<file path="src/inc/crx_pkg.sv">
// Constants, types and helpers shared by the call/return execution block
// Contract
// RULE_01: Relative call opcode is 11011 plus signed 11-bit word offset, -1024..1023.
// RULE_02: Relative call pushes PC+2, then loads PC+2 plus twice the offset; flags kept.
// RULE_03: Relative call: push in phase two, PC write in phase four, second cycle idle.
// RULE_04: Reset opcode 0x00FF returns all master-clear reset registers and flags.
// RULE_05: Reset takes one cycle: decode phase one, reset in phase two, then nothing.
// RULE_06: Interrupt return pops stack top into PC in phase four; second cycle idle.
// RULE_07: Interrupt return sets the high or low priority global enable, nothing else.
// RULE_08: Shadow flag set restores working, flags and bank select; PC latches untouched.
// RULE_09: Interrupt return recognised by upper twelve bits 0000 0000 0001; the code matches the upper fifteen bits 0000 0000 0001 000.
// RULE_10: Return with literal loads its 8-bit immediate into working register; flags kept.
// RULE_11: Return with literal pops PC and writes working register in phase four.
// RULE_12: Return with literal leaves the PC high and upper latches unchanged.
// RULE_13: Two-cycle instructions discard the prefetch and change nothing in cycle two.
package crx_pkg;

  localparam int PC_W   = 21;
  localparam int SP_W   = 5;
  localparam int STK_N  = 31;
  localparam int W_W    = 8;
  localparam int ST_W   = 5;
  localparam int BSR_W  = 4;
  localparam int INT_W  = 3;
  localparam int UPL_W  = 5;

  typedef logic [PC_W-1:0] crx_pc_t;

  ////////////////////////////////////////////////////////////////////////////
  // Quarter phases of one instruction cycle
  localparam logic [1:0] PH_Q1 = 2'h0;
  localparam logic [1:0] PH_Q2 = 2'h1;
  localparam logic [1:0] PH_Q4 = 2'h3;
  localparam logic [1:0] PH_STEP = 2'h1;

  ////////////////////////////////////////////////////////////////////////////
  // Opcode patterns
  localparam logic [15:0] RELATIVE_SUBROUTINE_CALL_MASK  = 16'hF800;
  localparam logic [15:0] RELATIVE_SUBROUTINE_CALL_MATCH = 16'hD800;
  localparam logic [15:0] RESET_CODE  = 16'h00FF;
  localparam logic [15:0] INTERRUPT_RETURN_MASK = 16'hFFFE;
  localparam logic [15:0] INTERRUPT_RETURN_MATCH = 16'h0010;
  localparam logic [15:0] RETURN_WITH_LITERAL_MASK  = 16'hFF00;
  localparam logic [15:0] RETURN_WITH_LITERAL_MATCH = 16'h0C00;
  localparam crx_pc_t     PC_STEP     = 21'h000002;

  ////////////////////////////////////////////////////////////////////////////
  // Register byte addresses
  localparam logic [7:0] ADR_CTRL  = 8'h00;
  localparam logic [7:0] ADR_PC    = 8'h04;
  localparam logic [7:0] ADR_W     = 8'h08;
  localparam logic [7:0] ADR_STAT  = 8'h0C;
  localparam logic [7:0] ADR_BSR   = 8'h10;
  localparam logic [7:0] ADR_WSH   = 8'h14;
  localparam logic [7:0] ADR_STSH  = 8'h18;
  localparam logic [7:0] ADR_BSSH  = 8'h1C;
  localparam logic [7:0] ADR_INT   = 8'h20;
  localparam logic [7:0] ADR_LATCH = 8'h24;
  localparam logic [7:0] ADR_STACK = 8'h28;

  // Field positions
  localparam int CTRL_PEND  = 16;
  localparam int CTRL_BUSY  = 17;
  localparam int CTRL_UNK   = 18;
  localparam int CTRL_OVF   = 19;
  localparam int CTRL_UNF   = 20;
  localparam int INT_HIGH   = 0;
  localparam int INT_LOW    = 1;
  localparam int INT_PRIO   = 2;
  localparam int LATCH_UPL  = 8;
  localparam int STACK_SP   = 24;

  // Reset values
  localparam crx_pc_t          RST_PC   = 21'h000000;
  localparam logic [W_W-1:0]   RST_W    = 8'h00;
  localparam logic [ST_W-1:0]  RST_ST   = 5'h00;
  localparam logic [BSR_W-1:0] RST_BSR  = 4'h0;
  localparam logic [INT_W-1:0] RST_INT  = 3'h0;
  localparam logic [W_W-1:0]   RST_PCH  = 8'h00;
  localparam logic [UPL_W-1:0] RST_PCU  = 5'h00;

  typedef enum {OP_OTHER, OP_RELATIVE_SUBROUTINE_CALL, OP_RESET, OP_INTERRUPT_RETURN, OP_RETURN_WITH_LITERAL} crx_op_e;
  typedef enum {CYC_READY, CYC_FIRST, CYC_SECOND} crx_cycle_e;

  typedef struct packed {
    crx_op_e      kind;
    logic [10:0]  offset;
    logic [7:0]   literal;
    logic         shadow;
  } crx_instr_s;

  function automatic crx_instr_s crx_decode(input logic [15:0] op);
    crx_instr_s d;
    d.kind    = OP_OTHER;
    d.offset  = op[10:0];
    d.literal = op[7:0];
    d.shadow  = op[0];
    if ((op & RELATIVE_SUBROUTINE_CALL_MASK) == RELATIVE_SUBROUTINE_CALL_MATCH)
      d.kind = OP_RELATIVE_SUBROUTINE_CALL;
    else if (op == RESET_CODE)
      d.kind = OP_RESET;
    else if ((op & INTERRUPT_RETURN_MASK) == INTERRUPT_RETURN_MATCH)
      d.kind = OP_INTERRUPT_RETURN;
    else if ((op & RETURN_WITH_LITERAL_MASK) == RETURN_WITH_LITERAL_MATCH)
      d.kind = OP_RETURN_WITH_LITERAL;
    return d;
  endfunction : crx_decode

  // Byte-lane merge of a bus write into a stored word
  function automatic logic [31:0] crx_merge(input logic [31:0] old,
                                            input logic [31:0] dat,
                                            input logic [3:0]  sel);
    logic [31:0] r;
    r = old;
    for (int i = 0; i < 4; i++) begin
      if (sel[i]) r[8*i +: 8] = dat[8*i +: 8];
    end
    return r;
  endfunction : crx_merge

endpackage : crx_pkg

</file>
<file path="src/rtl/crx_exec.sv">
// Call, reset and return instruction execution with a Wishbone register port
`timescale 1ns/1ns
module crx_exec
  import crx_pkg::*;
(
  input  wire logic        clk,
  input  wire logic        rst,
  input  wire logic        cyc_i,
  input  wire logic        stb_i,
  input  wire logic        we_i,
  input  wire logic [7:0]  adr_i,
  input  wire logic [3:0]  sel_i,
  input  wire logic [31:0] dat_i,
  output logic             ack_o,
  output logic [31:0]      dat_o,
  output logic             flushFetch,
  output logic             softResetPulse,
  output logic [1:0]       quarterPhase
);

  ////////////////////////////////////////////////////////////////////////////
  // State

  logic [1:0]        phase_q;
  crx_cycle_e        cyc_q;
  crx_cycle_e        cyc_d;
  crx_instr_s        exec_q;
  logic [15:0]       opcode_q;
  logic              pending_q;
  logic              unknown_q;
  crx_pc_t           pc_q;
  logic [W_W-1:0]    w_q;
  logic [ST_W-1:0]   status_q;
  logic [BSR_W-1:0]  bsr_q;
  logic [W_W-1:0]    wShadow_q;
  logic [ST_W-1:0]   statusShadow_q;
  logic [BSR_W-1:0]  bsrShadow_q;
  logic [INT_W-1:0]  intEnable_q;
  logic [W_W-1:0]    pcHigh_q;
  logic [UPL_W-1:0]  pcUpper_q;
  logic              ack_q;
  logic [31:0]       rdData_q;
  logic              flush_q;
  logic              softRst_q;

  logic              busAccess;
  logic              busWrite;
  logic [31:0]       rdMux;
  logic              takeInstr;
  logic              atQ2;
  logic              atQ4;
  logic              doReset;
  logic              doPush;
  logic              doPop;
  logic              twoCycle;
  crx_pc_t           pcPlus2;
  crx_pc_t           callTarget;
  crx_pc_t           stackTop;
  logic [SP_W-1:0]   stackDepth;
  logic              stackOvf;
  logic              stackUnf;
  crx_instr_s        decoded;

  function automatic logic regHit(input logic [7:0] a, input logic [7:0] off);
    return a[7:2] == off[7:2];
  endfunction : regHit

  function automatic logic wrHit(input logic [7:0] off);
    return busWrite && regHit(adr_i, off);
  endfunction : wrHit

  ////////////////////////////////////////////////////////////////////////////
  // Outputs

  assign ack_o          = ack_q;
  assign dat_o          = rdData_q;
  assign flushFetch     = flush_q;
  assign softResetPulse = softRst_q;
  assign quarterPhase   = phase_q;

  ////////////////////////////////////////////////////////////////////////////
  // Sequencing

  // Requests only start on a fresh access, so each gets exactly one ack
  assign busAccess = cyc_i && stb_i && !ack_q;
  // Writes land on the ack edge, when the master is known to hold its data
  assign busWrite  = cyc_i && stb_i && we_i && ack_q;
  assign decoded   = crx_decode(opcode_q);

  assign takeInstr = (cyc_q == CYC_READY) && (phase_q == PH_Q1) && pending_q;
  assign atQ2      = (cyc_q == CYC_FIRST) && (phase_q == PH_Q2);
  assign atQ4      = (cyc_q == CYC_FIRST) && (phase_q == PH_Q4);
  assign doReset   = atQ2 && (exec_q.kind == OP_RESET);                 // [RULE_05]
  assign doPush    = atQ2 && (exec_q.kind == OP_RELATIVE_SUBROUTINE_CALL);                 // [RULE_03]
  assign doPop     = atQ4 && ((exec_q.kind == OP_INTERRUPT_RETURN) ||
                              (exec_q.kind == OP_RETURN_WITH_LITERAL));               // [RULE_06] [RULE_11]
  assign twoCycle  = (exec_q.kind == OP_RELATIVE_SUBROUTINE_CALL) ||
                     (exec_q.kind == OP_INTERRUPT_RETURN) ||
                     (exec_q.kind == OP_RETURN_WITH_LITERAL);

  // PC still points at this word, so the step past it is added to form the target
  assign pcPlus2    = pc_q + PC_STEP;
  assign callTarget = pcPlus2 +
                      {{(PC_W-12){exec_q.offset[10]}}, exec_q.offset, 1'b0}; // [RULE_01] [RULE_02]

  always_ff @(posedge clk or posedge rst) begin
    if (rst) begin
      phase_q <= PH_Q1;
    end else begin
      phase_q <= phase_q + PH_STEP;
    end
  end

  always_comb begin
    cyc_d = cyc_q;
    case (cyc_q)
      CYC_READY: begin
        if (takeInstr) cyc_d = CYC_FIRST;
      end
      CYC_FIRST: begin
        if (phase_q == PH_Q4) cyc_d = twoCycle ? CYC_SECOND : CYC_READY; // [RULE_03] [RULE_05]
      end
      CYC_SECOND: begin
        if (phase_q == PH_Q4) cyc_d = CYC_READY;                         // [RULE_13]
      end
      default: begin
        cyc_d = CYC_READY;
      end
    endcase
  end

  always_ff @(posedge clk or posedge rst) begin
    if (rst) begin
      cyc_q <= CYC_READY;
    end else begin
      cyc_q <= cyc_d;
    end
  end

  // Prefetched word is thrown away for the whole idle second cycle
  always_ff @(posedge clk or posedge rst) begin
    if (rst) begin
      flush_q <= 1'b0;
    end else begin
      flush_q <= (cyc_d == CYC_SECOND);                                  // [RULE_13]
    end
  end

  always_ff @(posedge clk or posedge rst) begin
    if (rst) begin
      softRst_q <= 1'b0;
    end else begin
      softRst_q <= doReset;                                              // [RULE_04]
    end
  end

  ////////////////////////////////////////////////////////////////////////////
  // Instruction issue

  // A second issue while one waits is refused; software polls the pending bit
  always_ff @(posedge clk or posedge rst) begin
    if (rst) begin
      pending_q <= 1'b0;
      opcode_q  <= '0;
    end else if (wrHit(ADR_CTRL) && (&sel_i[1:0]) && !pending_q) begin
      pending_q <= 1'b1;
      opcode_q  <= dat_i[15:0];
    end else if (takeInstr) begin
      pending_q <= 1'b0;
    end
  end

  always_ff @(posedge clk or posedge rst) begin
    if (rst) begin
      exec_q    <= '0;
      unknown_q <= 1'b0;
    end else if (takeInstr) begin
      exec_q    <= decoded;                                              // [RULE_09]
      unknown_q <= (decoded.kind == OP_OTHER);
    end
  end

  ////////////////////////////////////////////////////////////////////////////
  // Program counter and latches

  always_ff @(posedge clk or posedge rst) begin
    if (rst) begin
      pc_q <= RST_PC;
    end else if (doReset) begin
      pc_q <= RST_PC;                                                    // [RULE_04]
    end else if (atQ4) begin
      case (exec_q.kind)
        OP_RELATIVE_SUBROUTINE_CALL:  pc_q <= callTarget;                                   // [RULE_02] [RULE_03]
        OP_INTERRUPT_RETURN: pc_q <= stackTop;                                     // [RULE_06]
        OP_RETURN_WITH_LITERAL:  pc_q <= stackTop;                                     // [RULE_11]
        OP_RESET:  pc_q <= pc_q;
        default:   pc_q <= pcPlus2;
      endcase
    end else if (wrHit(ADR_PC)) begin
      pc_q <= PC_W'(crx_merge(32'(pc_q), dat_i, sel_i));
    end
  end

  // Returns reload only the counter itself, never these latches
  always_ff @(posedge clk or posedge rst) begin
    if (rst) begin
      pcHigh_q  <= RST_PCH;
      pcUpper_q <= RST_PCU;
    end else if (doReset) begin
      pcHigh_q  <= RST_PCH;
      pcUpper_q <= RST_PCU;
    end else if (wrHit(ADR_LATCH)) begin                                 // [RULE_08] [RULE_12]
      pcHigh_q  <= W_W'(crx_merge(32'(pcHigh_q), dat_i, sel_i));
      pcUpper_q <= UPL_W'(crx_merge(32'(pcUpper_q) << LATCH_UPL, dat_i, sel_i) >> LATCH_UPL);
    end
  end

  ////////////////////////////////////////////////////////////////////////////
  // Working, flags and bank select

  always_ff @(posedge clk or posedge rst) begin
    if (rst) begin
      w_q <= RST_W;
    end else if (doReset) begin
      w_q <= RST_W;
    end else if (atQ4 && exec_q.kind == OP_RETURN_WITH_LITERAL) begin
      w_q <= exec_q.literal;                                             // [RULE_10] [RULE_11]
    end else if (atQ4 && exec_q.kind == OP_INTERRUPT_RETURN && exec_q.shadow) begin
      w_q <= wShadow_q;                                                  // [RULE_08]
    end else if (wrHit(ADR_W)) begin
      w_q <= W_W'(crx_merge(32'(w_q), dat_i, sel_i));
    end
  end

  // Calls and literal returns leave the flags alone
  always_ff @(posedge clk or posedge rst) begin
    if (rst) begin
      status_q <= RST_ST;
    end else if (doReset) begin
      status_q <= RST_ST;                                                // [RULE_04]
    end else if (atQ4 && exec_q.kind == OP_INTERRUPT_RETURN && exec_q.shadow) begin
      status_q <= statusShadow_q;                                        // [RULE_08]
    end else if (wrHit(ADR_STAT)) begin
      status_q <= ST_W'(crx_merge(32'(status_q), dat_i, sel_i));
    end
  end

  always_ff @(posedge clk or posedge rst) begin
    if (rst) begin
      bsr_q <= RST_BSR;
    end else if (doReset) begin
      bsr_q <= RST_BSR;
    end else if (atQ4 && exec_q.kind == OP_INTERRUPT_RETURN && exec_q.shadow) begin
      bsr_q <= bsrShadow_q;                                              // [RULE_08]
    end else if (wrHit(ADR_BSR)) begin
      bsr_q <= BSR_W'(crx_merge(32'(bsr_q), dat_i, sel_i));
    end
  end

  // Shadows are loaded by software only; the reset opcode leaves them alone
  always_ff @(posedge clk or posedge rst) begin
    if (rst) begin
      wShadow_q      <= RST_W;
      statusShadow_q <= RST_ST;
      bsrShadow_q    <= RST_BSR;
    end else begin
      if (wrHit(ADR_WSH)) begin
        wShadow_q <= W_W'(crx_merge(32'(wShadow_q), dat_i, sel_i));
      end
      if (wrHit(ADR_STSH)) begin
        statusShadow_q <= ST_W'(crx_merge(32'(statusShadow_q), dat_i, sel_i));
      end
      if (wrHit(ADR_BSSH)) begin
        bsrShadow_q <= BSR_W'(crx_merge(32'(bsrShadow_q), dat_i, sel_i));
      end
    end
  end

  ////////////////////////////////////////////////////////////////////////////
  // Global interrupt enables

  // Without priorities the high bit is the single global enable; with them
  // a clear high bit means the high level handler is the one returning
  always_ff @(posedge clk or posedge rst) begin
    if (rst) begin
      intEnable_q <= RST_INT;
    end else if (doReset) begin
      intEnable_q <= RST_INT;
    end else if (atQ4 && exec_q.kind == OP_INTERRUPT_RETURN) begin
      if (!intEnable_q[INT_PRIO] || !intEnable_q[INT_HIGH]) begin
        intEnable_q[INT_HIGH] <= 1'b1;                                   // [RULE_07]
      end else begin
        intEnable_q[INT_LOW] <= 1'b1;                                    // [RULE_07]
      end
    end else if (wrHit(ADR_INT)) begin
      intEnable_q <= INT_W'(crx_merge(32'(intEnable_q), dat_i, sel_i));
    end
  end

  ////////////////////////////////////////////////////////////////////////////
  // Return stack

  crx_return_stack u_stack (
    .clk       (clk),
    .rst       (rst),
    .clear     (doReset),
    .push      (doPush),                                                 // [RULE_02]
    .pushData  (pcPlus2),
    .pop       (doPop),
    .top       (stackTop),
    .depth     (stackDepth),
    .overflow  (stackOvf),
    .underflow (stackUnf)
  );

  ////////////////////////////////////////////////////////////////////////////
  // Bus slave

  always_comb begin
    rdMux = '0;
    if (regHit(adr_i, ADR_CTRL)) begin
      rdMux[15:0]      = opcode_q;
      rdMux[CTRL_PEND] = pending_q;
      rdMux[CTRL_BUSY] = (cyc_q != CYC_READY);
      rdMux[CTRL_UNK]  = unknown_q;
      rdMux[CTRL_OVF]  = stackOvf;
      rdMux[CTRL_UNF]  = stackUnf;
    end else if (regHit(adr_i, ADR_PC)) begin
      rdMux[PC_W-1:0] = pc_q;
    end else if (regHit(adr_i, ADR_W)) begin
      rdMux[W_W-1:0] = w_q;
    end else if (regHit(adr_i, ADR_STAT)) begin
      rdMux[ST_W-1:0] = status_q;
    end else if (regHit(adr_i, ADR_BSR)) begin
      rdMux[BSR_W-1:0] = bsr_q;
    end else if (regHit(adr_i, ADR_WSH)) begin
      rdMux[W_W-1:0] = wShadow_q;
    end else if (regHit(adr_i, ADR_STSH)) begin
      rdMux[ST_W-1:0] = statusShadow_q;
    end else if (regHit(adr_i, ADR_BSSH)) begin
      rdMux[BSR_W-1:0] = bsrShadow_q;
    end else if (regHit(adr_i, ADR_INT)) begin
      rdMux[INT_W-1:0] = intEnable_q;
    end else if (regHit(adr_i, ADR_LATCH)) begin
      rdMux[W_W-1:0]          = pcHigh_q;
      rdMux[LATCH_UPL +: UPL_W] = pcUpper_q;
    end else if (regHit(adr_i, ADR_STACK)) begin
      rdMux[PC_W-1:0]          = stackTop;
      rdMux[STACK_SP +: SP_W]  = stackDepth;
    end
  end

  // One wait-free cycle: ack and data follow the request edge
  always_ff @(posedge clk or posedge rst) begin
    if (rst) begin
      ack_q    <= 1'b0;
      rdData_q <= '0;
    end else begin
      ack_q <= busAccess;
      if (busAccess) rdData_q <= we_i ? '0 : rdMux;
    end
  end

endmodule : crx_exec

</file>
<file path="src/rtl/crx_return_stack.sv">
// Hardware return stack with overflow and underflow flags
`timescale 1ns/1ns
module crx_return_stack
  import crx_pkg::*;
(
  input  wire logic      clk,
  input  wire logic      rst,
  input  wire logic      clear,
  input  wire logic      push,
  input  wire crx_pc_t   pushData,
  input  wire logic      pop,
  output crx_pc_t        top,
  output logic [SP_W-1:0] depth,
  output logic           overflow,
  output logic           underflow
);

  crx_pc_t         mem [STK_N];
  logic [SP_W-1:0] sp_q;
  logic            ovf_q;
  logic            unf_q;
  logic            full;
  logic            empty;

  assign full  = (sp_q == SP_W'(STK_N));
  assign empty = (sp_q == '0);
  // Empty stack reads as zero rather than stale data
  assign top       = empty ? RST_PC : mem[sp_q - SP_W'(1)];
  assign depth     = sp_q;
  assign overflow  = ovf_q;
  assign underflow = unf_q;

  always_ff @(posedge clk) begin
    if (push && !full) mem[sp_q] <= pushData;
  end

  always_ff @(posedge clk or posedge rst) begin
    if (rst) begin
      sp_q <= '0;
    end else if (clear) begin
      sp_q <= '0;
    end else if (push && !full) begin
      sp_q <= sp_q + SP_W'(1);
    end else if (pop && !empty) begin
      sp_q <= sp_q - SP_W'(1);
    end
  end

  // Sticky; a full push or an empty pop is dropped, not wrapped
  always_ff @(posedge clk or posedge rst) begin
    if (rst) begin
      ovf_q <= 1'b0;
      unf_q <= 1'b0;
    end else if (clear) begin
      ovf_q <= 1'b0;
      unf_q <= 1'b0;
    end else begin
      if (push && full) ovf_q <= 1'b1;
      if (pop && empty) unf_q <= 1'b1;
    end
  end

endmodule : crx_return_stack

</file>
<file path="config.mk">
export PLATFORM = sky130hd
export DESIGN_NAME = crx_exec
export DESIGN_NICKNAME = d
export VERILOG_FILES = /design/src/inc/crx_pkg.sv /design/src/rtl/crx_exec.sv /design/src/rtl/crx_return_stack.sv
export SDC_FILE = /design/constraint.sdc
export NUM_CORES = 1
export LEC_CHECK = 0
export BUFFER_PORTS_ARGS = -buffer_cell sky130_fd_sc_hd__buf_2
export CORE_MARGIN = 1.5
export CORE_UTILIZATION = 60
export CTS_CLUSTER_DIAMETER = 80
export DETAILED_ROUTE_END_ITERATION = 12
export PLACE_DENSITY = 0.77
export SLEW_MARGIN = 10
export SYNTH_ARGS = -nofsm -noshare
export SYNTH_HDL_FRONTEND = slang
export SYNTH_SLANG_ARGS = --single-unit
</file>
<file path="constraint.sdc">
create_clock -name clk -period 6.5 [get_ports clk]
set_input_delay 0.65 -clock clk [delete_from_list [all_inputs] [get_ports clk]]
set_output_delay 0.65 -clock clk [all_outputs]
set_load 0.03 [all_outputs]
</file>
==> impl_metrics.toml <==
[sta]
clock_skew_ns = 0.0241
setup_viol = 0
tns_ns = 0
maxSlewViolCount = 0
hold_viol = 0
slew_headroom_pct = 20.2
worstMarginPinSlew_ns = 1.19
fmax_ghz = 0.218
min_period_ns = 4.59
finalCritPeriodShare_pct = 70.6
rsz0062_at_grt = "no"

[placement]
placedCellCount = 2996
placed_area_um2 = 36700
io_buffers = 65
dpl.hpwl_um = 53500
gp_congestion = 0.960

[global_route]
grt_use_total_pct = 30.9
grt_pass1_vias = 21000
grt_pass1_wl_um = 135000
overflow = 0
antenna_found_initial = 1
grt_max_degree = 118

[synth]
yosys_most_used_dff = "edfxtp_1"
async_flop_share_pct = 21.0
syn_area_um2 = 35000
synth-edff-count = 651
yosysMostFrequentCell = "edfxtp_1"
synth.avg_cell_area_um2 = 16.1
ys_warn_count = 0
ys_ff_latch = 824
synthTopCellsByCount = "edfxtp_1, nand2_1, dfrtp_1"
synthTopCellsByArea = "edfxtp_1, dfrtp_1, mux4_2, mux2_2, o21ai_0"
synth_top_area_share_pct = 55.8
ys_seq_area_share_pct = 68.1
synth_cells = 2180
post-synth-top-area-cell = "edfxtp_1"
synthDistinctLibCells = 85

[floorplanning]
fp-row-count = 88
ios = 86
dieArea_um2 = 59900
die_y_um = 245
coreArea_um2 = 57700
die_w_um = 245
start_util_pct = 60.7

[pwr]
power.switching_mw = 2.10
pwr-share-seq_pct = 53.4
power_density_nw_per_um2 = 269
p_int_mw = 8.49
pwr-share-comb_pct = 1.4
p_total_mw = 10.6
switching_share_pct = 19.8
ir_worst_vdd_uv = 246
p_clk_share_pct = 45.2
p_leak_nw = 13.2

[routing]
drc = 0
routedWlPerCell_um = 28.7
via_per_inst = 6.68
drt_iter0_drc = 2348
drt_wl_total_um = 90400
first_pass_iters = 5
drt.antenna.violating_nets = 0
vias = 21000

[clock_tree]
root_buffer = "clkbuf_16"
clkTransAtPathRegs_ns = 0.06
cts_tree = "done"
cts_max_level = 3
insertion_delay_ns = 0.64
numCtsBuffers = 83
postCtsSetupRepairBufs = 0
ctsResizeCount = 0
hold_buffers = 0
cts.sink_count = 824
clk_path_buf_depth = 3

[critical_path]
critPathArrivalTime_ns = 5.15
required_ns = 7.06
reg2reg_depth = 15
r2r-start = "pc_q[2]"
path_max_fanout = 33
end_kind = "flop"
startpoint_type = "flop"
reg2reg_slack_ns = 1.91
path_class = "reg -> reg"
r2r-end = "pc_q[20]"

[final_layout]
instances_no_fill = 3147
drive_above_1_share_pct = 23.8
nFillCells = 3698
antennaDiodeCount = 0
syn_to_final_growth_pct = 12.5
utilization_pct = 68.3
finalInstanceArea_um2 = 39400
nets = 2396

[flow_run]
drv_cap = 0

[worst_hold_path]
hp-class = "in -> async"

[outcome]
status = "finished, final reports clean"
-- area by class of cell --
cell class              instances  area, um2  area share (%)
multi-input cells            1244      10800            27.5
well taps                     765        957            2.43
clock buffers                 113       2330            5.92
flip-flops and latches        824      23900            60.6
inverters                      27        106           0.270
repair buffers                136        896            2.27
clock inverters                38        402            1.02
-- metrics by stage --
step | hold WS [ns] | setup WS, ns
after floorplan | 0.439 | 1.16
after global placement | 0.451 | 2.02
after detailed placement | 0.455 | 1.98
after CTS | 0.296 | 1.91
after global routing | 0.303 | 1.67
final | 0.254 | 1.91
-- power by group through the flow --
stage	combinational (mW)	sequential (mW)	clock (mW)
2_1_floorplan	0.0783	5.77	0
3_3_place_gp	0.137	5.77	0
3_5_place_dp	0.141	5.77	0
4_1_cts	0.142	5.66	4.84
5_1_grt	0.156	5.66	5.01
6_report	0.144	5.66	4.79
-- layer usage --
layer,GRT usage (%),vias to the layer above,part of all wire (%)
met5,0,-,0
met4,14.6,0,4.6
met3,4.80,226,8.7
met2,49.2,1202,48
met1,42.5,10800,38
li1,-,8816,-
-- kinds of logic (layout without fill, tap and decap cells) --
kind of cell,after synthesis,after routing,synth area share (%)
other,1,36,0.0107
DFF,824,824,68.1
xor gates and xnor gates,34,34,0.925
adders and majority gates,31,31,1.13
and+or+nand+nor,460,460,6.32
buffers and inverters,147,314,1.97
AOI/OAI and AO/OA,398,398,7.17
muxes,285,285,14.4
-- how the worst max path moves through the flow --
stage	start	to	cells after the start
after global routing	u_stack.depth[0]	pc_q[9]	10
after CTS	u_stack.depth[0]	pc_q[15]	10
after global placement	u_stack.depth[0]	pc_q[15]	10
final	pc_q[2]	pc_q[20]	15
after detailed placement	u_stack.depth[0]	pc_q[15]	10
after floorplan	rst	ack_o	1
-- worst max-delay path, stage by stage (launching register included) --
cell	delay, ns
dfrtp_1	0.55
ha_1	0.34
inv_1	0.11
nor2_1	0.27
nand3_1	0.17
xnor2_2	0.16
buf_4	0.40
ha_1	0.37
and3_1	0.19
a221o_1	0.32
a221o_1	0.41
o31ai_2	0.28
a31oi_1	0.16
o21ai_0	0.28
or3b_1	0.38
a21oi_1	0.14
-- state kept, by name, summed over array words and instances, names as in the netlist, 8 cells and up --
register and cells:
u_stack.mem 651, cyc_q 32, dat_o 26, pc_q 21, opcode_q 16, exec_q 14
pcHigh_q 8, wShadow_q 8, w_q 8
-- layout by cell type (no fill, tap or decap), drive strengths merged, types with 26 or more instances in the layout --
cell type / n
a21oi: 87
nor2: 119
dfrtp: 173
ha: 30
edfxtp: 651
o21ai: 136
clkinv: 26
clkbuf: 113
mux4: 168
a211oi: 43
nand3: 35
mux2: 60
mux2i: 57
inv: 30
buf: 136
conb: 36
nand2: 175
Power figures use the tool's default switching activity.
